### config.mk
export PLATFORM = sky130hd
export DESIGN_NAME = tdc_timer
export DESIGN_NICKNAME = d
export VERILOG_FILES = /design/src/tdc_pkg.sv /design/src/tdc_timer.sv
export SDC_FILE = /design/constraint.sdc
export NUM_CORES = 1
export LEC_CHECK = 0
export BUFFER_PORTS_ARGS = -buffer_cell sky130_fd_sc_hd__buf_2
export CELL_PAD_IN_SITES_DETAIL_PLACEMENT = 0
export CELL_PAD_IN_SITES_GLOBAL_PLACEMENT = 1
export CORE_MARGIN = 2
export CORE_UTILIZATION = 44
export DETAILED_ROUTE_END_ITERATION = 12
export GPL_ROUTABILITY_DRIVEN = 0
export HOLD_SLACK_MARGIN = 0.06
export PLACE_DENSITY_LB_ADDON = 0.08
export SLEW_MARGIN = 25
export SYNTH_ARGS = -nofsm -noshare
export SYNTH_HDL_FRONTEND = slang
export SYNTH_SLANG_ARGS = --single-unit
### constraint.sdc
create_clock -name SYS_CLK -period 4.9 [get_ports SYS_CLK]
set_clock_uncertainty 0.05 [all_clocks]
set_input_delay 0.98 -clock SYS_CLK [delete_from_list [all_inputs] [get_ports SYS_CLK]]
set_output_delay 0.98 -clock SYS_CLK [all_outputs]
set_load 0.05 [all_outputs]
### src/tdc_pkg.sv
// Package for the 8-bit event/capture timer: register map, field layout, timing.
// Assumes a 50 MHz system clock standing in for the instruction cycle.
package tdc_pkg;
	localparam logic [11:0] IDX_MODE1 = 12'h010;
	localparam logic [11:0] IDX_CNT_LO = 12'h011;
	localparam logic [11:0] IDX_CNT_HI = 12'h012;
	localparam logic [11:0] IDX_MODE2 = 12'h015;
	localparam logic [11:0] IDX_PINSEL = 12'h025;
	localparam logic [11:0] IDX_EDGE = 12'h027;
	localparam logic [11:0] IDX_FLAGS = 12'h021;
	localparam logic [11:0] IDX_CTRL = 12'h030;
	localparam logic [3:0] NIB_ZERO = 4'h0;
	localparam logic [7:0] CNT_ZERO = 8'h00;
	localparam logic [7:0] CNT_MAX = 8'hFF;
	localparam int MODE1_RELOAD_BIT = 3;
	localparam logic [2:0] CLK_EVENT = 3'h7;
	localparam int MODE2_CAPTURE_BIT = 3;
	localparam logic [3:0] OUT_PORT = 4'h0;
	localparam logic [3:0] OUT_TOGGLE = 4'h1;
	localparam logic [3:0] OUT_LOW = 4'h2;
	localparam logic [3:0] OUT_HIGH = 4'h3;
	localparam logic [3:0] OUT_PWM = 4'h7;
	localparam int PIN_EVENT_BIT = 1;
	localparam int EDGE_FALL_BIT = 2;
	localparam int EDGE_RISE_BIT = 3;
	localparam int FLAG_IRQ_BIT = 0;
	localparam int FLAG_CSF_BIT = 1;
	localparam int FLAG_CEF_BIT = 2;
	localparam int CTRL_STOP_BIT = 0;
	localparam int CTRL_PORT_BIT = 1;
	localparam logic [1:0] MODE1_HOLD = 2'h2;
	localparam logic [10:0] PRESC_MAX = 11'h7FF;
endpackage

### src/tdc_timer.sv
// 8-bit timer/event counter/input capture with an APB register slave.
// Assumes an APB master on SYS_CLK; the event pin is asynchronous.
// Behaviour
// Software loads counter from write register; it counts up one per input clock.
// Input clock at FF signals overflow; reload mode reloads from write register.
// Free-running overflow returns count to 00 and keeps counting.
// Interrupt flag clears by software write, reset and stop mode.
// Clock select 111 counts external events, otherwise timer behaviour.
// Events count on falling, rising or both edges as selected.
// Source keeps each level two cycles when both edges are used.
// Output mode decode: port, toggle, low, high, PWM; top bit capture.
// Toggle inverts per overflow; PWM pulse width follows reload value.
// Capture measures internal clocks between selected trigger edges.
// Trigger copies count to read register, sets flags, clears count.
// Trigger or overflow while capture status set sets capture error.
// Capture status and error clear on reset or software writing 0.
// Selecting capture forces the pin to port and clears counter.
// First mode register is 4-bit write-only, cleared by reset and stop.
// Mode1 writes take effect two cycles apart; load count afterwards.
// Software picks internal clock for capture, sets pin enable for events.
// Mode1 bit 3 reload, bits 2-0 pick period 2048 down to 2 or events.
// Second mode register is 4-bit read/write, cleared by reset and stop.
// Upper load nibble undefined after reset until written.
// Low nibble write leaves counter; high write loads both nibbles.
// Reading high returns live high and latches live low for low read.
// After a capture, low and high nibbles read in either order.
`timescale 1ns/1ns
module tdc_timer (
	input wire logic SYS_CLK,
	input wire logic RESETN,
	input wire logic [11:0] PADDR,
	input wire logic PSEL,
	input wire logic PENABLE,
	input wire logic PWRITE,
	input wire logic [31:0] PWDATA,
	output logic [31:0] PRDATA,
	output logic PREADY,
	output logic PSLVERR,
	input wire logic EVENT_TRIGGER_PIN,
	output logic TIMER_OUTPUT_PIN,
	output logic TIMER_OUTPUT_EN,
	output logic TIMER_IRQ_FLAG
);
	typedef struct packed {
		logic [31:0] prdata;
		logic pready;
		logic pslverr;
		logic [3:0] mode1;
		logic [3:0] mode1_pend;
		logic pend_valid;
		logic [1:0] hold;
		logic [3:0] mode2;
		logic [3:0] pinsel;
		logic [3:0] edge_sel;
		logic [3:0] load_lo;
		logic [3:0] load_hi;
		logic [7:0] cnt;
		logic [7:0] rd;
		logic [3:0] rd_lo_latch;
		logic cap_valid;
		logic [10:0] presc;
		logic ev_s1;
		logic ev_s2;
		logic ev_s3;
		logic irq;
		logic csf;
		logic cef;
		logic stop;
		logic port_level;
		logic tout;
		logic toe;
	} tdc_state_s;

	tdc_state_s st_reg;
	tdc_state_s st_next;
	logic acc;
	logic wr;
	logic irq_set;
	logic cap_set;
	logic err_set;
	logic rise;
	logic fall;
	logic edge_hit;
	logic tick;
	logic ovf;
	logic cap_mode;
	logic [3:0] wnib;

	always_comb begin
		st_next = st_reg;
		acc = PSEL && PENABLE && st_reg.pready;
		wr = acc && PWRITE;
		wnib = PWDATA[3:0];
		cap_mode = st_reg.mode2[tdc_pkg::MODE2_CAPTURE_BIT];
		rise = st_reg.ev_s2 && !st_reg.ev_s3;
		fall = !st_reg.ev_s2 && st_reg.ev_s3;
		edge_hit = (rise && st_reg.edge_sel[tdc_pkg::EDGE_RISE_BIT])
			|| (fall && st_reg.edge_sel[tdc_pkg::EDGE_FALL_BIT]);
		// Synchroniser, first stage read only by the second
		st_next.ev_s1 = EVENT_TRIGGER_PIN;
		st_next.ev_s2 = st_reg.ev_s1;
		st_next.ev_s3 = st_reg.ev_s2;
		// Prescaler
		st_next.presc = st_reg.presc + 11'h001;
		tick = 1'b0;
		unique case (st_reg.mode1[2:0])
			3'h0: tick = (st_reg.presc == tdc_pkg::PRESC_MAX);
			3'h1: tick = (st_reg.presc[8:0] == tdc_pkg::PRESC_MAX[8:0]);
			3'h2: tick = (st_reg.presc[6:0] == tdc_pkg::PRESC_MAX[6:0]);
			3'h3: tick = (st_reg.presc[4:0] == tdc_pkg::PRESC_MAX[4:0]);
			3'h4: tick = (st_reg.presc[2:0] == tdc_pkg::PRESC_MAX[2:0]);
			3'h5: tick = (st_reg.presc[1:0] == tdc_pkg::PRESC_MAX[1:0]);
			3'h6: tick = st_reg.presc[0];
			3'h7: tick = edge_hit && st_reg.pinsel[tdc_pkg::PIN_EVENT_BIT] && !cap_mode;
		endcase
		ovf = tick && (st_reg.cnt == tdc_pkg::CNT_MAX);
		// Hardware set events, these win over a software clear
		irq_set = (cap_mode && edge_hit) || (!cap_mode && ovf);
		cap_set = cap_mode && edge_hit;
		err_set = cap_mode && st_reg.csf && (edge_hit || ovf);
		// Counter
		if (tick) begin
			if (ovf && st_reg.mode1[tdc_pkg::MODE1_RELOAD_BIT]) begin
				st_next.cnt = {st_reg.load_hi, st_reg.load_lo};
			end else begin
				st_next.cnt = st_reg.cnt + 8'h01;
			end
		end
		if (cap_mode && edge_hit) begin
			st_next.rd = st_reg.cnt;
			st_next.cap_valid = 1'b1;
			st_next.cnt = tick ? 8'h01 : tdc_pkg::CNT_ZERO;
			st_next.irq = 1'b1;
			st_next.csf = 1'b1;
		end
		if (cap_mode && st_reg.csf && (edge_hit || ovf)) begin
			st_next.cef = 1'b1;
		end
		if (!cap_mode && ovf) begin
			st_next.irq = 1'b1;
		end
		// Output pin
		unique case (st_reg.mode2)
			tdc_pkg::OUT_TOGGLE: begin
				if (ovf) begin
					st_next.tout = !st_reg.tout;
				end
				st_next.toe = 1'b1;
			end
			tdc_pkg::OUT_LOW: begin
				st_next.tout = 1'b0;
				st_next.toe = 1'b1;
			end
			tdc_pkg::OUT_HIGH: begin
				st_next.tout = 1'b1;
				st_next.toe = 1'b1;
			end
			tdc_pkg::OUT_PWM: begin
				// Low from reload until FF, high for the last count
				st_next.tout = (st_next.cnt == tdc_pkg::CNT_MAX);
				st_next.toe = 1'b1;
			end
			default: begin
				st_next.tout = st_reg.port_level;
				st_next.toe = 1'b0;
			end
		endcase
		// Mode1 write spacing
		if (st_reg.hold != 2'h0) begin
			st_next.hold = st_reg.hold - 2'h1;
		end
		if (st_reg.pend_valid && st_reg.hold == 2'h0) begin
			st_next.mode1 = st_reg.mode1_pend;
			st_next.pend_valid = 1'b0;
			st_next.hold = tdc_pkg::MODE1_HOLD;
		end
		// APB
		st_next.pready = 1'b0;
		st_next.pslverr = 1'b0;
		if (PSEL && !PENABLE) begin
			st_next.pready = 1'b1;
		end
		if (wr) begin
			unique case (PADDR[11:2])
				tdc_pkg::IDX_MODE1[9:0]: begin
					if (st_reg.hold == 2'h0 && !st_reg.pend_valid) begin
						st_next.mode1 = wnib;
						st_next.hold = tdc_pkg::MODE1_HOLD;
					end else begin
						st_next.mode1_pend = wnib;
						st_next.pend_valid = 1'b1;
					end
				end
				tdc_pkg::IDX_CNT_LO[9:0]: st_next.load_lo = wnib;
				tdc_pkg::IDX_CNT_HI[9:0]: begin
					st_next.load_hi = wnib;
					st_next.cnt = {wnib, st_reg.load_lo};
				end
				tdc_pkg::IDX_MODE2[9:0]: begin
					st_next.mode2 = wnib;
					if (wnib[tdc_pkg::MODE2_CAPTURE_BIT] && !cap_mode) begin
						st_next.cnt = tdc_pkg::CNT_ZERO;
					end
				end
				tdc_pkg::IDX_PINSEL[9:0]: st_next.pinsel = wnib;
				tdc_pkg::IDX_EDGE[9:0]: st_next.edge_sel = wnib;
				tdc_pkg::IDX_FLAGS[9:0]: begin
					if (!wnib[tdc_pkg::FLAG_IRQ_BIT] && !irq_set) begin
						st_next.irq = 1'b0;
					end
					if (!wnib[tdc_pkg::FLAG_CSF_BIT] && !cap_set) begin
						st_next.csf = 1'b0;
					end
					if (!wnib[tdc_pkg::FLAG_CEF_BIT] && !err_set) begin
						st_next.cef = 1'b0;
					end
				end
				tdc_pkg::IDX_CTRL[9:0]: begin
					st_next.stop = wnib[tdc_pkg::CTRL_STOP_BIT];
					st_next.port_level = wnib[tdc_pkg::CTRL_PORT_BIT];
				end
				default: ;
			endcase
		end
		if (PSEL && !PENABLE) begin
			st_next.prdata = '0;
			unique case (PADDR[11:2])
				tdc_pkg::IDX_CNT_LO[9:0]: st_next.prdata[3:0] = st_reg.cap_valid ? st_reg.rd[3:0]
					: st_reg.rd_lo_latch;
				tdc_pkg::IDX_CNT_HI[9:0]: st_next.prdata[3:0] = st_reg.cap_valid ? st_reg.rd[7:4]
					: st_reg.cnt[7:4];
				tdc_pkg::IDX_MODE2[9:0]: st_next.prdata[3:0] = st_reg.mode2;
				tdc_pkg::IDX_FLAGS[9:0]: st_next.prdata[2:0] = {st_reg.cef, st_reg.csf, st_reg.irq};
				tdc_pkg::IDX_CTRL[9:0]: st_next.prdata[1:0] = {st_reg.port_level, st_reg.stop};
				tdc_pkg::IDX_MODE1[9:0], tdc_pkg::IDX_PINSEL[9:0], tdc_pkg::IDX_EDGE[9:0]: st_next.prdata = '0;
				default: st_next.pslverr = 1'b1;
			endcase
		end
		if (PSEL && !PENABLE && !PWRITE && PADDR[11:2] == tdc_pkg::IDX_CNT_HI[9:0] && !st_reg.cap_valid) begin
			st_next.rd_lo_latch = st_reg.cnt[3:0];
		end
		if (!cap_mode) begin
			st_next.cap_valid = 1'b0;
		end
		if (st_reg.stop) begin
			st_next.mode1 = tdc_pkg::NIB_ZERO;
			st_next.mode2 = tdc_pkg::NIB_ZERO;
			st_next.pend_valid = 1'b0;
			st_next.irq = 1'b0;
			st_next.edge_sel = tdc_pkg::NIB_ZERO;
			st_next.load_lo = tdc_pkg::NIB_ZERO;
			st_next.pinsel[tdc_pkg::PIN_EVENT_BIT] = 1'b0;
		end
	end

	always_ff @(posedge SYS_CLK) begin
		if (!RESETN) begin
			st_reg <= '0;
		end else begin
			st_reg <= st_next;
		end
	end

	assign PRDATA = st_reg.prdata;
	assign PREADY = st_reg.pready;
	assign PSLVERR = st_reg.pslverr;
	assign TIMER_OUTPUT_PIN = st_reg.tout;
	assign TIMER_OUTPUT_EN = st_reg.toe;
	assign TIMER_IRQ_FLAG = st_reg.irq;
endmodule

==> results.toml <==
[placement]
post-dp-hpwl_um = 6640
dpl_cell_area_mm2 = 0.00403
io_buffers = 28

[power_and_ir_drop]
p_leak_nw = 1.70
cellPowerDensity_mw_per_mm2 = 302
ir_drop_mv = 0.191

[die]
start_util = 0.455
core_mm2 = 0.00872
die_y_um = 98.9
ioPinCount = 87
dieArea_mm2 = 0.00978
row_count = 34
die_x_um = 98.9

[setup_path]
required_ns = 5.10
worst_setup_path_end_kind = "register"
cp_max_fo = 17
critPathLaunchType = "register"
criticalPathCategory = "register to register"
cp.arrival_ns = 3.17

[outcome]
status = "finished, final reports clean"

[yosys]
synth_area_per_cell_um2 = 8.73
ys.flop_type = "dfxtp_1"
ys_ff_latch = 74
ys_warn_count = 0
synth_edf_count = 0
ys_seq_area_frac = 0.374
syn_inst = 454
netlist_area_mm2 = 0.00396
async_flop_share = 0
synth_cell_types = 62

[global_route]
grt-ovfl-total = 0
grt_pass1_vias = 2942
grt_pass1_wl_um = 15300
antenna_found_initial = 0
grt_start_max_net_pins = 59
grt_use_total = 0.201

[clock_tree]
postCtsResizedCells = 0
cts_buffer_depth = 2
cts_root_buffer = "clkbuf_8"
cts_setup_buffers = 0
numCtsBuffers = 9
clkLatencyLatePin_ns = 0.35
cts_tree = "built"
htree_levels = 3
cts_num_sinks = 74
clk_pin_slew_ns = 0.08
postCtsHoldBufs = 0

[drt]
ant_nets = 0
drc = 0
first_pass_iters = 5
routed_wl_um = 9490
drtIter0Drc = 173
viasPerCell = 5.33
wire_per_inst_um = 16.2
vias = 3111

[cells_and_area]
nFillCells = 884
multi_input_area_mm2 = 0.00224
area_growth_pct = 7.83
antennaDiodeCount = 0
largest_register_ffs = 62
final_nets = 526
fin_area_mm2 = 0.00427
drive_above_1_share = 0.139
fin_util = 0.490
ff_latch_area_mm2 = 0.00148

[timing]
tns_ns = 0
max_slew_margin = 0.445
timing.final.crit_share = 0.605
rsz0062_at_grt = "false"
fmax_mhz = 337
slew_viol_final = 0
final_hold_viol_count = 0
setup_viol = 0
fin_hold_ws_ns = 0.388
worstMarginPinSlew_ns = 0.832
period_needed_ns = 2.97

[min_path]
holdCritPathClass = "register to register"

[run]
cap_viol_max_count = 0
## Yosys cell counts, drive strengths merged, types with 3 or more instances
master,instances,area [µm²]
a211oi,4,30.0
a21boi,18,135
a21o,4,32.5
a21oi,12,67.6
a221oi,3,26.3
a22oi,3,22.5
and2,14,87.6
and3,7,45.1
and4,5,47.6
buf,35,260
clkbuf,15,56.3
dfxtp,74,1480
ha,5,62.6
inv,7,26.3
mux2,3,33.8
mux2i,38,380
nand2,47,176
nand2b,9,56.3
nand3,15,75.1
nand4,8,65.1
nor2,38,143
nor2b,23,144
nor3,10,66.3
nor3b,3,27.5
nor4,3,33.8
o211ai,5,42.5
o21ai,18,90.1
or3,3,20.0
xnor2,4,35.0
## power by group
| part | switching (mW) | internal, mW | total (mW) |
|---|---|---|---|
| Combinational | 0.0842 | 0.0186 | 0.103 |
| Clock | 0.238 | 0.340 | 0.578 |
| Sequential | 0.00363 | 0.606 | 0.609 |
## cells in the final DEF (no fill, tap or decap), types with 6 or more instances in the layout
| cell type | instances |
|---|---|
| clkbuf_8 | 9 |
| and2_1 | 14 |
| nor2_1 | 38 |
| nor3_1 | 8 |
| conb_1 | 28 |
| dfxtp_1 | 74 |
| nand2_1 | 47 |
| nand4_1 | 7 |
| inv_1 | 7 |
| and3_1 | 6 |
| buf_2 | 28 |
| nand2b_1 | 9 |
| o21ai_0 | 15 |
| nand3_1 | 15 |
| mux2i_1 | 38 |
| a21oi_1 | 10 |
| a21boi_0 | 13 |
| nor2b_1 | 23 |
## per-stage QoR
stage	setup slack, ns	std cells	power [mW]
2_1_floorplan	2.37	481	0.721
3_3_place_gp	1.57	568	0.726
3_5_place_dp	1.61	568	0.726
4_1_cts	1.93	584	1.31
5_1_grt	1.73	584	1.33
6_report	1.93	584	1.29
## worst max-delay path: stages (launching register included)
cell,delay [ns]
dfxtp_1,0.40
ha_1,0.28
nand4_4,0.17
nor3_1,0.18
ha_1,0.17
or3b_1,0.12
a21oi_2,0.07
nor3_4,0.61
and4_4,0.39
mux2i_1,0.23
o211ai_2,0.11
o41ai_2,0.08
## logic make-up after synthesis
logic type	count (synthesis)	share of synthesized area
AND/OR/NAND/NOR	192	0.265
AO/OA/AOI/OAI	79	0.142
flip-flops	74	0.374
buffers and inverters	57	0.0865
multiplexers	41	0.104
adder cells (fa/ha/maj)	6	0.0183
XOR/XNOR	4	0.00884
other	1	0.000946
## path summary, 6_finish.rpt
path | depth (start not counted) | start | end | slack, ns
worst min register to register | 1 | st_next[8] | st_next[7] | 0.39
worst min-delay path | 1 | st_next[8] | st_next[7] | 0.39
worst max-delay path | 11 | st_reg[10] | TIMER_OUTPUT_PIN | 1.93
worst max register to register | 11 | st_reg[10] | TIMER_OUTPUT_PIN | 1.93
## metal layers
metal,vias to the layer above,wire length (µm),global-route usage
met5,-,0,0
met4,0,121,0.0537
met3,10,467,0.0433
met2,89,4400,0.323
met1,1443,4500,0.274
li1,1569,-,-
## area by class of cell
cell class                      instances  share of cell area
Clock buffer                           10              0.0299
Clock inverter                          6              0.0269
Inverter                                7             0.00615
Multi-Input combinational cell        350               0.524
Sequential cell                        74               0.347
Tap cell                              108              0.0316
Timing Repair Buffer                   29              0.0345
Power figures use the tool's default switching activity.
